**src/rtl/transceiver_status_mode_regs_regs.vh**
```
// Register offsets, field positions, reset values and serial frame constants.
`ifndef TRANSCEIVER_STATUS_MODE_REGS_REGS_VH
`define TRANSCEIVER_STATUS_MODE_REGS_REGS_VH

// ==========================================================================
// Register offsets (3-bit address field of the serial frame)
`define ADDR_IRQ_LATCH 3'h0
`define ADDR_LIVE_STATUS 3'h1
`define ADDR_OP_CONFIG 3'h2

// ==========================================================================
// Status and latched interrupt field positions
`define ST_THERMAL_SHUTDOWN 7
`define ST_AUX_INPUT_LEVEL 6
`define ST_AUX_OUTPUT_FAULT 5
`define ST_LINE_DRIVER_FAULT 4
`define ST_SUPPLY_LOW_WARNING 3
`define ST_SUPPLY_UNDERVOLTAGE 2
`define ST_LINE_LEVEL 1
`define ST_OVERTEMP_WARNING 0
`define IRQ_WAKEUP 6

// ==========================================================================
// Configuration field positions
`define CF_REGISTER_RESET 7
`define CF_WAKEUP_DETECT_DISABLE 6
`define CF_LOW_REGULATOR_DISABLE 5
`define CF_SERIAL_MUX_ENABLE 4
`define CF_SUPPLY_WARNING_IRQ_ENABLE 3
`define CF_LINE_FILTER_BYPASS 2
`define CF_INDICATOR2_LEVEL 1
`define CF_INDICATOR1_SELECT 0

// ==========================================================================
// Reset values
`define RST_IRQ_LATCH 8'h00
`define RST_LIVE_STATUS 8'h00
`define RST_OP_CONFIG 8'h00

// ==========================================================================
// Serial frame: command byte then data byte, MSB first
`define FRAME_WRITE_BIT 7
`define CMD_BITS 4'h8
`define FRAME_BITS 5'h10
`define NUM_SYNC_INPUTS 13

`endif

```
**src/rtl/transceiver_status_mode_regs.v**
```verilog
// Live status and operating configuration registers behind a serial control port.
`timescale 1ns/10ps
`include "transceiver_status_mode_regs_regs.vh"

// Operation
// - Status bit 7 follows thermal shutdown, high while in shutdown.
// - Status bit 6 follows the auxiliary digital input level.
// - Status bit 5 follows the auxiliary output driver fault.
// - Status bit 4 follows the main line driver fault.
// - Status bit 3 high while supply is below the low-voltage warning level.
// - Status bit 2 high while supply is below undervoltage lockout.
// - Status bit 1 follows the main communication line level.
// - Status bit 0 sets above temperature warning, clears below warning minus hysteresis.
// - Status is read-only, live, unaffected by reads, zero after reset.
// - Writing configuration bit 7 as 1 restores all registers and drops the interrupt.
// - No interrupts are generated while the register reset bit is 1.
// - Configuration bit 6 set disables wake-up detection on the line.
// - Configuration bit 5 set turns the 3.3V regulator enable inactive.
// - Configuration bit 4 set routes UART signals onto the serial pins.
// - Configuration bit 3 set enables the supply warning interrupt flag.
// - Configuration bit 2 set bypasses the receive deglitch filter.
// - Configuration bit 1 directly sets the second indicator level.
// - Configuration bit 0 forces indicator one high, else it follows its input.
// - Configuration register is read-write, zero after reset, unchanged by reads.
// - Interrupt output asserts on any latched bit; reading latches clears them.
module transceiver_status_mode_regs (
  input wire CLOCK,
  input wire NRST,
  input wire THERMAL_SHUTDOWN,
  input wire AUX_INPUT_PIN,
  input wire AUX_OUTPUT_FAULT,
  input wire LINE_DRIVER_FAULT,
  input wire SUPPLY_LOW,
  input wire SUPPLY_UNDERVOLTAGE,
  input wire LINE_LEVEL,
  input wire TEMP_ABOVE_WARN,
  input wire TEMP_BELOW_HYST,
  input wire WAKEUP_REQUEST,
  input wire INDICATOR1_INPUT,
  input wire SCLK,
  input wire CS_N,
  input wire MOSI,
  output reg MISO,
  output reg MISO_OE_N,
  output reg INTERRUPT_OUT_N,
  output reg WAKEUP_DETECT_EN,
  output reg LOW_REGULATOR_EN,
  output reg SERIAL_MUX_EN,
  output reg LINE_FILTER_BYPASS,
  output reg INDICATOR2,
  output reg INDICATOR1
);

  // ==========================================================================
  // Input synchronisers
  wire [`NUM_SYNC_INPUTS-1:0] raw_in;
  reg [`NUM_SYNC_INPUTS-1:0] sync1_reg;
  reg [`NUM_SYNC_INPUTS-1:0] sync2_reg;
  reg sclk_prev_reg;
  reg wake_prev_reg;

  assign raw_in = {THERMAL_SHUTDOWN, AUX_INPUT_PIN, AUX_OUTPUT_FAULT, LINE_DRIVER_FAULT,
                   SUPPLY_LOW, SUPPLY_UNDERVOLTAGE, LINE_LEVEL, TEMP_ABOVE_WARN,
                   TEMP_BELOW_HYST, WAKEUP_REQUEST, INDICATOR1_INPUT, SCLK, CS_N};

  // Stage one is read only by stage two; chip select resets to its idle high level
  // so the data pin is not driven for two cycles after reset release
  always @(posedge CLOCK) begin
    if (!NRST) begin
      sync1_reg <= {{(`NUM_SYNC_INPUTS-1){1'b0}}, 1'b1};
      sync2_reg <= {{(`NUM_SYNC_INPUTS-1){1'b0}}, 1'b1};
    end else begin
      sync1_reg <= raw_in;
      sync2_reg <= sync1_reg;
    end
  end

  wire s_thermal = sync2_reg[12];
  wire s_aux_in = sync2_reg[11];
  wire s_aux_fault = sync2_reg[10];
  wire s_line_fault = sync2_reg[9];
  wire s_supply_low = sync2_reg[8];
  wire s_supply_uv = sync2_reg[7];
  wire s_line_level = sync2_reg[6];
  wire s_temp_above = sync2_reg[5];
  wire s_temp_below = sync2_reg[4];
  wire s_wake = sync2_reg[3];
  wire s_ind1_in = sync2_reg[2];
  wire s_sclk = sync2_reg[1];
  wire s_cs_n = sync2_reg[0];

  // MOSI has its own pair so it stays aligned with the clock edge it is taken on
  reg mosi1_reg;
  reg mosi2_reg;
  always @(posedge CLOCK) begin
    if (!NRST) begin
      mosi1_reg <= 1'b0;
      mosi2_reg <= 1'b0;
    end else begin
      mosi1_reg <= MOSI;
      mosi2_reg <= mosi1_reg;
    end
  end

  // ==========================================================================
  // Registers and soft reset
  reg [7:0] status_reg;
  reg [7:0] status_prev_reg;
  reg [7:0] irq_latch_reg;
  reg [7:0] config_reg;
  reg temp_warn_reg;
  wire soft_reset = config_reg[`CF_REGISTER_RESET];
  wire clear_all = !NRST || soft_reset;

  // Hysteresis: only the lower threshold clears the warning
  always @(posedge CLOCK) begin
    if (clear_all) begin
      temp_warn_reg <= 1'b0;
    end else if (s_temp_above) begin
      temp_warn_reg <= 1'b1;
    end else if (s_temp_below) begin
      temp_warn_reg <= 1'b0;
    end
  end

  // Live view, rebuilt every cycle; reads never touch it
  always @(posedge CLOCK) begin
    if (clear_all) begin
      status_reg <= `RST_LIVE_STATUS;
      status_prev_reg <= `RST_LIVE_STATUS;
      wake_prev_reg <= 1'b0;
    end else begin
      status_reg[`ST_THERMAL_SHUTDOWN] <= s_thermal;
      status_reg[`ST_AUX_INPUT_LEVEL] <= s_aux_in;
      status_reg[`ST_AUX_OUTPUT_FAULT] <= s_aux_fault;
      status_reg[`ST_LINE_DRIVER_FAULT] <= s_line_fault;
      status_reg[`ST_SUPPLY_LOW_WARNING] <= s_supply_low;
      status_reg[`ST_SUPPLY_UNDERVOLTAGE] <= s_supply_uv;
      status_reg[`ST_LINE_LEVEL] <= s_line_level;
      status_reg[`ST_OVERTEMP_WARNING] <= temp_warn_reg;
      status_prev_reg <= status_reg;
      wake_prev_reg <= s_wake;
    end
  end

  // Rising conditions that latch an interrupt; level-only bits never latch
  reg [7:0] irq_set;
  always @* begin
    irq_set = 8'h00;
    irq_set[`ST_THERMAL_SHUTDOWN] = status_reg[`ST_THERMAL_SHUTDOWN] &
                                    ~status_prev_reg[`ST_THERMAL_SHUTDOWN];
    irq_set[`ST_AUX_OUTPUT_FAULT] = status_reg[`ST_AUX_OUTPUT_FAULT] &
                                    ~status_prev_reg[`ST_AUX_OUTPUT_FAULT];
    irq_set[`ST_LINE_DRIVER_FAULT] = status_reg[`ST_LINE_DRIVER_FAULT] &
                                     ~status_prev_reg[`ST_LINE_DRIVER_FAULT];
    irq_set[`ST_SUPPLY_LOW_WARNING] = status_reg[`ST_SUPPLY_LOW_WARNING] &
                                      ~status_prev_reg[`ST_SUPPLY_LOW_WARNING] &
                                      config_reg[`CF_SUPPLY_WARNING_IRQ_ENABLE];
    irq_set[`ST_SUPPLY_UNDERVOLTAGE] = status_reg[`ST_SUPPLY_UNDERVOLTAGE] &
                                       ~status_prev_reg[`ST_SUPPLY_UNDERVOLTAGE];
    irq_set[`ST_OVERTEMP_WARNING] = status_reg[`ST_OVERTEMP_WARNING] &
                                    ~status_prev_reg[`ST_OVERTEMP_WARNING];
    irq_set[`IRQ_WAKEUP] = s_wake & ~wake_prev_reg &
                           ~config_reg[`CF_WAKEUP_DETECT_DISABLE];
  end

  // ==========================================================================
  // Serial control port, mode 0, MSB first
  reg [4:0] bit_cnt_reg;
  reg [7:0] rx_shift_reg;
  reg [7:0] cmd_reg;
  reg [7:0] tx_shift_reg;
  wire sclk_rise = s_sclk & ~sclk_prev_reg;
  wire sclk_fall = ~s_sclk & sclk_prev_reg;
  wire [7:0] rx_next = {rx_shift_reg[6:0], mosi2_reg};
  wire cmd_done = sclk_rise && !s_cs_n && (bit_cnt_reg == {1'b0, `CMD_BITS} - 5'h01);
  wire frame_done = sclk_rise && !s_cs_n && (bit_cnt_reg == `FRAME_BITS - 5'h01);
  wire [2:0] cmd_addr = rx_next[2:0];
  wire cmd_is_write = rx_next[`FRAME_WRITE_BIT];
  wire irq_read = cmd_done && !cmd_is_write && (cmd_addr == `ADDR_IRQ_LATCH);
  wire cfg_write = frame_done && cmd_reg[`FRAME_WRITE_BIT] &&
                   (cmd_reg[2:0] == `ADDR_OP_CONFIG);

  function [7:0] read_mux;
    input [2:0] addr;
    input [7:0] irq_v;
    input [7:0] st_v;
    input [7:0] cf_v;
    begin
      case (addr)
        `ADDR_IRQ_LATCH: read_mux = irq_v;
        `ADDR_LIVE_STATUS: read_mux = st_v;
        `ADDR_OP_CONFIG: read_mux = cf_v;
        default: read_mux = 8'h00;
      endcase
    end
  endfunction

  always @(posedge CLOCK) begin
    if (!NRST) begin
      sclk_prev_reg <= 1'b0;
      bit_cnt_reg <= 5'h00;
      rx_shift_reg <= 8'h00;
      cmd_reg <= 8'h00;
      tx_shift_reg <= 8'h00;
      MISO <= 1'b0;
      MISO_OE_N <= 1'b1;
    end else begin
      sclk_prev_reg <= s_sclk;
      MISO_OE_N <= s_cs_n;
      if (s_cs_n) begin
        bit_cnt_reg <= 5'h00;
        MISO <= 1'b0;
      end else begin
        if (sclk_rise) begin
          rx_shift_reg <= rx_next;
          bit_cnt_reg <= frame_done ? 5'h00 : bit_cnt_reg + 5'h01;
          if (cmd_done) begin
            cmd_reg <= rx_next;
            // Reads have no side effect except on the latched interrupt register
            tx_shift_reg <= cmd_is_write ? 8'h00 :
                            read_mux(cmd_addr, irq_latch_reg, status_reg, config_reg);
          end
        end
        if (sclk_fall && (bit_cnt_reg > {1'b0, `CMD_BITS} - 5'h01)) begin
          MISO <= tx_shift_reg[7];
          tx_shift_reg <= {tx_shift_reg[6:0], 1'b0};
        end
      end
    end
  end

  // ==========================================================================
  // Latched interrupts and configuration
  always @(posedge CLOCK) begin
    if (clear_all) begin
      irq_latch_reg <= `RST_IRQ_LATCH;
    end else begin
      // A new event in the clearing cycle survives the read
      irq_latch_reg <= (irq_read ? 8'h00 : irq_latch_reg) | irq_set;
    end
  end

  // The reset bit lives one cycle: it clears the status, latch and configuration registers, itself included; the serial port keeps its state
  always @(posedge CLOCK) begin
    if (clear_all) begin
      config_reg <= `RST_OP_CONFIG;
    end else if (cfg_write) begin
      config_reg <= rx_next;
    end
  end

  // ==========================================================================
  // Outputs, all registered
  always @(posedge CLOCK) begin
    if (!NRST) begin
      INTERRUPT_OUT_N <= 1'b1;
      WAKEUP_DETECT_EN <= 1'b1;
      LOW_REGULATOR_EN <= 1'b1;
      SERIAL_MUX_EN <= 1'b0;
      LINE_FILTER_BYPASS <= 1'b0;
      INDICATOR2 <= 1'b0;
      INDICATOR1 <= 1'b0;
    end else begin
      INTERRUPT_OUT_N <= soft_reset | ~(|irq_latch_reg);
      WAKEUP_DETECT_EN <= ~config_reg[`CF_WAKEUP_DETECT_DISABLE];
      LOW_REGULATOR_EN <= ~config_reg[`CF_LOW_REGULATOR_DISABLE];
      SERIAL_MUX_EN <= config_reg[`CF_SERIAL_MUX_ENABLE];
      LINE_FILTER_BYPASS <= config_reg[`CF_LINE_FILTER_BYPASS];
      INDICATOR2 <= config_reg[`CF_INDICATOR2_LEVEL];
      INDICATOR1 <= config_reg[`CF_INDICATOR1_SELECT] | s_ind1_in;
    end
  end

endmodule

```
**config.mk**
```make
export PLATFORM = sky130hd
export DESIGN_NAME = transceiver_status_mode_regs
export DESIGN_NICKNAME = d
export VERILOG_FILES = /design/src/rtl/transceiver_status_mode_regs.v
export VERILOG_INCLUDE_DIRS = /design/src /design/src/rtl
export SDC_FILE = /design/constraint.sdc
export NUM_CORES = 1
export LEC_CHECK = 0
export BUFFER_PORTS_ARGS = -buffer_cell sky130_fd_sc_hd__buf_4
export CORE_MARGIN = 2
export CORE_UTILIZATION = 40
export CTS_CLUSTER_DIAMETER = 100
export DETAILED_ROUTE_END_ITERATION = 8
export PLACE_DENSITY = 0.61
export SETUP_SLACK_MARGIN = 0.3
export SLEW_MARGIN = 5
export SYNTH_ARGS = -nofsm -noshare
export SYNTH_HDL_FRONTEND = slang
export SYNTH_SLANG_ARGS = --single-unit
```
**constraint.sdc**
```tcl
create_clock -name CLOCK -period 2.4 [get_ports CLOCK]
set_input_delay 0.24 -clock CLOCK [delete_from_list [all_inputs] [get_ports CLOCK]]
set_output_delay 0.24 -clock CLOCK [all_outputs]
set_load 0.01 [all_outputs]
```
==> impl_metrics.py, run 1 <==
metrics = {
    "cells_and_area": {
        "multi_input_area_um2": 1290,
        "diodes": 0,
        "regArea_um2": 1860,
        "post-route-util": 0.484,
        "nNetsFinal": 367,
        "fill_cells": 759,
        "area_delta_synth_final_pct": 16.0,
        "finalInstanceArea_um2": 3760,
        "drive_gt1_frac": 0.152,
    },
    "min_path": {
        "worstHoldPathType": "primary input to flop",
    },
    "floorplan": {
        "num_rows": 32,
        "fp.dieArea_um2": 8830,
        "initial_core_util": 0.417,
        "io_pins": 25,
        "core-area_um2": 7770,
        "die_w_um": 94.0,
        "die_h_um": 94.0,
    },
    "cts": {
        "clk_pin_slew_ps": 100,
        "ctsHtreeMaxLevel": 3,
        "insertion_delay_ps": 360,
        "cts_made_buffers": 9,
        "cts_root_buf": "clkbuf_8",
        "holdBufCountCts": 0,
        "clkSinkCount": 93,
        "cts.path.max_buffers": 2,
        "tritoncts": "built",
    },
    "drt": {
        "drtIter0Drc": 132,
        "post_drt_wl_per_cell_um": 13.2,
        "via_count": 2231,
        "first_pass_iters": 4,
        "antenna_left": 0,
        "drc_errors": 0,
        "vias_per_cell": 4.88,
        "routed_wirelength_um": 6050,
    },
    "logic_synthesis": {
        "avgSynthCellArea_um2": 10.0,
        "yosysTopAreaCell": "dfxtp_1",
        "ys_ff_latch": 93,
        "synthCells": 323,
        "netlist_area_um2": 3240,
        "synth_area_leaders": "dfxtp_1 57%, and2_1 9.1%, nand2_1 4.4%",
        "synth_top_cell_area_share": 0.575,
        "ys.warnings.count": 0,
        "synthDistinctLibCells": 42,
        "synth_fp_nets": 340,
        "yosysSeqAreaShare": 0.575,
    },
    "worst_setup_path": {
        "cp_max_fo": 8,
        "r2r-end": "config_reg[1]",
        "cp-start-kind": "flop",
        "crit_type": "flop to flop",
        "cp.required_ps": 2640,
        "endpoint_kind": "flop",
        "crit_arrival_ps": 2230,
        "r2r_slack_ps": 410,
        "endpoint": "config_reg[1]",
        "reg2regPathDepth": 4,
        "rr_startpoint": "cmd_reg[0]",
        "cp-startpoint": "cmd_reg[0]",
    },
    "status": {
        "status": "complete, no violations",
    },
    "placed_design": {
        "io_buffers": 24,
        "gp_congestion": 0.765,
        "hpwlAfterDp_um": 4270,
        "placedInstanceArea_um2": 3540,
    },
    "sta": {
        "rsz0062_at_grt": "no",
        "max_slew_margin": 0.540,
        "tightest_slew_ps": 684,
        "hold_viol_final": 0,
        "finalCritPeriodShare": 0.830,
        "min_period_ps": 1990,
        "fin_tns_setup_ps": 0,
        "skew_ps": 9.96,
        "fmax_ghz": 0.502,
        "setup_viol": 0,
        "drv_slew": 0,
    },
    "global_routing": {
        "grt_overflow": 0,
        "grt_pass1_wl_um": 10500,
        "grt_max_degree": 38,
        "antenna_found_initial": 0,
        "grt_pass1_vias": 2146,
        "grt_usage": 0.156,
    },
    "flow_run": {
        "drv_cap": 0,
    },
    "power": {
        "power_density_nw_per_um2": 741,
        "total_power_mw": 2.78,
        "peakVddDrop_mv": 0.456,
        "p_leak_nw": 1.37,
    },
}
## repair_timing
item,4_1_cts,5_1_grt
setup endpoints to repair,0,10
resized for setup,0,2
setup buffers,0,0
## power by group
part	total [mW]	internal [mW]	switching [mW]
logic	0.0953	0.0494	0.0460
registers	1.59	1.58	0.0148
clock network	1.10	0.506	0.589
## worst min-delay path by stage
stage                       from             to  slack [ps]  cells after the start
floorplan                   NRST   sync1_reg[0]         310                      1
global placement    sync1_reg[0]   sync2_reg[0]         410                      1
detailed placement  sync2_reg[8]  status_reg[3]         410                      1
CTS                         CS_N   sync1_reg[0]          50                      2
global route                CS_N   sync1_reg[0]          50                      2
finish                      CS_N   sync1_reg[0]          60                      2
## kinds of logic after synthesis
family                     Yosys count  synth area share
AOI/OAI and AO/OA                   45             0.101
buffers and inverters               23            0.0297
and+or+nand+nor                    145             0.242
adders and majority gates            1           0.00386
DFF                                 93             0.575
muxes                               14            0.0433
xor gates and xnor gates             2           0.00541
## cell type report
type / count / area share
clock buffers: 9 / 0.0330
clock inverters: 7 / 0.0226
inverters: 7 / 0.00699
multi-input cells: 207 / 0.344
flip-flops and latches: 93 / 0.496
well taps: 102 / 0.0340
repair buffers: 32 / 0.0639
## placed cells by master (no fill, tap or decap), drive strengths merged, types with 8 or more instances in the layout
master,count
a21oi,18
and2,47
buf,32
clkbuf,9
dfxtp,93
inv,12
mux2i,14
nand2,38
nand3,8
nor2,19
nor3,9
## cells in the mapped netlist (all sizes together)
library cell,number
a2bb2oi,2
a21oi,18
nor3b,2
inv,7
and3,2
nand4,2
nor3,9
and2,47
or2,1
or2b,2
clkbuf,12
a22o,5
nand2b,4
a211oi,2
buf,4
nand4b,1
a22oi,1
nor2b,2
or4bb,1
or3b,1
ha,1
a311oi,7
a21o,1
nand3,8
xor2,2
or4,2
nor2,19
nor4,2
or3,1
dfxtp,93
o2bb2ai,7
o41ai,1
mux2i,14
o2111ai,1
nand3b,1
nand2,38
## stage by stage
step	hold slack (ps)	worst slack, ps	cells
2_1_floorplan	313	578	323
3_3_place_gp	407	458	441
3_5_place_dp	411	382	441
4_1_cts	47.0	362	457
5_1_grt	49.8	314	457
6_report	56.5	408	457
## routing by layer
metal  global-route usage  vias to the layer above  part of all wire
li1                     -                     1149                 -
met1                0.204                     1035              0.49
met2                0.246                       34              0.46
met3               0.0337                       13             0.027
met4               0.0725                        0             0.023
met5                    0                        -                 0
## critical path, cell delays in order, from the launching register on
cell and delay, ps:
dfxtp_1 320, or4bb_1 570, nor4_4 660, mux2i_1 260
nor2_1 50
Power figures use the tool's default switching activity.
==> run 2, diff against run 1 <==
- PLACE_DENSITY: 0.61 -> 0.63
- clock period: 2.4 -> 1.7 ns (I/O delays scaled with it)
==> run 2 against run 1 <==
Clock skew down 0.63 ps; die area unchanged; setup slack lost 360 ps; sequential share of layout area fell by 4.9 points; hold slack worse by 46 ps; first-iteration DRC count fell by 40%; core utilization is 5.7 points higher; via count is 6.0% higher; critical path depth grew 2; critical endpoint is now tx_shift_reg[1]; non-clock buffer count rose by 28.
==> impl_metrics.py, run 2 (synthesized netlist as in run 1, its figures left out) <==
metrics = {
    "placed_design": {
        "gp_congestion": 0.755,
        "dp_slack_ps": -20.6,
        "io_buffers": 24,
        "hpwlAfterDp_um": 4230,
    },
    "power": {
        "total_power_mw": 4.13,
        "p_leak_nw": 1.54,
        "peakVddDrop_mv": 0.630,
        "power_density_nw_per_um2": 983,
    },
    "floorplan": {
        "die_w_um": 94.0,
        "fp.dieArea_um2": 8830,
        "die_h_um": 94.0,
        "io_pins": 25,
        "core-area_um2": 7770,
        "num_rows": 32,
        "initial_core_util": 0.417,
    },
    "cells_and_area": {
        "layout_commonest_cell": "dfxtp_1",
        "area_delta_synth_final_pct": 29.7,
        "layout_common_cells": "84 x dfxtp_1, 47 x and2_1, 46 x buf_4",
        "drive_gt1_frac": 0.264,
        "post-route-util": 0.541,
        "nNetsFinal": 395,
        "diodes": 0,
    },
    "sta": {
        "drv_slew": 0,
        "fmax_ghz": 0.606,
        "rsz0062_at_grt": "yes",
        "skew_ps": 9.34,
        "setup_viol": 0,
        "tightest_slew_ps": 339,
        "finalCritPeriodShare": 0.971,
        "min_period_ps": 1650,
        "hold_viol_final": 0,
        "fin_tns_setup_ps": 0,
        "worst_slack_ps": 48.9,
        "max_slew_margin": 0.771,
    },
    "min_path": {
        "worstHoldPathType": "primary input to flop",
        "min_to": "mosi1_reg",
        "hp-start": "MOSI",
        "min_path_cells": 2,
    },
    "worst_setup_path": {
        "crit_arrival_ps": 1930,
        "crit_path_max_incr_delay_ps": 480,
        "path_cells": "ha_4 -> nand4b_1 -> buf_6 -> a21oi_4 -> or4_1 -> a311oi_1",
        "cpLargestDelayFamily": "simple AND/OR/NAND/NOR gates",
        "rr_startpoint": "bit_cnt_reg[1]",
        "r2r-end": "tx_shift_reg[1]",
        "cp.required_ps": 1970,
        "crit_type": "flop to flop",
        "cp-start-kind": "flop",
        "cp_max_fo": 4,
        "cp_slowest_cell": "or4_1",
        "reg2regPathDepth": 6,
        "crit_buf_inv": 1,
        "r2r_slack_ps": 50,
        "endpoint_kind": "flop",
    },
    "drt": {
        "first_pass_iters": 4,
        "drc_errors": 0,
        "via_count": 2364,
        "vias_per_cell": 4.87,
        "routed_wirelength_um": 6480,
        "antenna_left": 0,
        "post_drt_wl_per_cell_um": 13.4,
        "drtIter0Drc": 79,
    },
    "cts": {
        "clk_pin_slew_ps": 90,
        "clkSinkCount": 93,
        "cts_root_buf": "clkbuf_8",
        "tritoncts": "built",
        "ctsHtreeMaxLevel": 3,
        "insertion_delay_ps": 360,
        "cts.path.max_buffers": 2,
        "cts_made_buffers": 9,
    },
    "global_routing": {
        "grt_pass1_wl_um": 10300,
        "grt_usage": 0.153,
        "grt_overflow": 0,
        "grt_pass1_vias": 2135,
        "antenna_found_initial": 0,
        "grt_max_degree": 36,
    },
    "flow_run": {
        "drv_cap": 0,
    },
    "status": {
        "status": "complete, no violations",
    },
}
-- run 2: layout make-up --
type,instances,area (um2)
clock buffers,11,151
repair buffers,60,517
inverters,7,26.3
fillers,723,3560
multi-input cells,207,1410
clock inverters,5,88.8
flip-flops and latches,93,1880
well taps,102,128
-- run 2: per-stage QoR --
step | std cells | cell area, um2 | hold slack [ps]
finish | 485 | 4200 | 10.2
global route | 485 | 4200 | 2.79
CTS | 479 | 4060 | 1.66
detailed placement | 453 | 3680 | 357
global placement | 453 | 3680 | 356
floorplan | 323 | 3280 | 243
-- run 2: worst max-delay path by stage --
stage                      endpoint  slack (ps)  depth (start not counted)      startpoint
floorplan             config_reg[0]         -60                          5   sclk_prev_reg
CTS                 tx_shift_reg[3]         -20                          6  bit_cnt_reg[0]
detailed placement  tx_shift_reg[1]         -20                          5  bit_cnt_reg[1]
global placement    tx_shift_reg[6]           4                          5  bit_cnt_reg[1]
finish              tx_shift_reg[1]          50                          6  bit_cnt_reg[1]
global route        tx_shift_reg[1]         -10                          6  bit_cnt_reg[1]
-- run 2: layer usage --
layer  vias up  global-route usage  part of all wire
met1      1108               0.203              0.49
met2        38               0.236              0.47
met5         -                   0                 0
li1       1209                   -                 -
met4         0              0.0664             0.016
met3         9              0.0361             0.032
-- run 2: repair_timing --
item / CTS / global route
hold buffers: 6 / 0
gates cloned: 1 / 0
setup buffers: 3 / 6
endpoints found under the hold margin: 6 / 0
endpoints found under the setup margin: 25 / 26
pin swaps: 13 / 9
resized for setup: 11 / 24
-- run 2: power by group --
part	switching, mW	internal (mW)	total [mW]	leakage (nW)
Sequential	0.0194	2.23	2.24	0.762
Clock	0.797	0.927	1.72	0.122
Combinational	0.0749	0.0888	0.164	0.661
Total	0.892	3.24	4.13	1.54
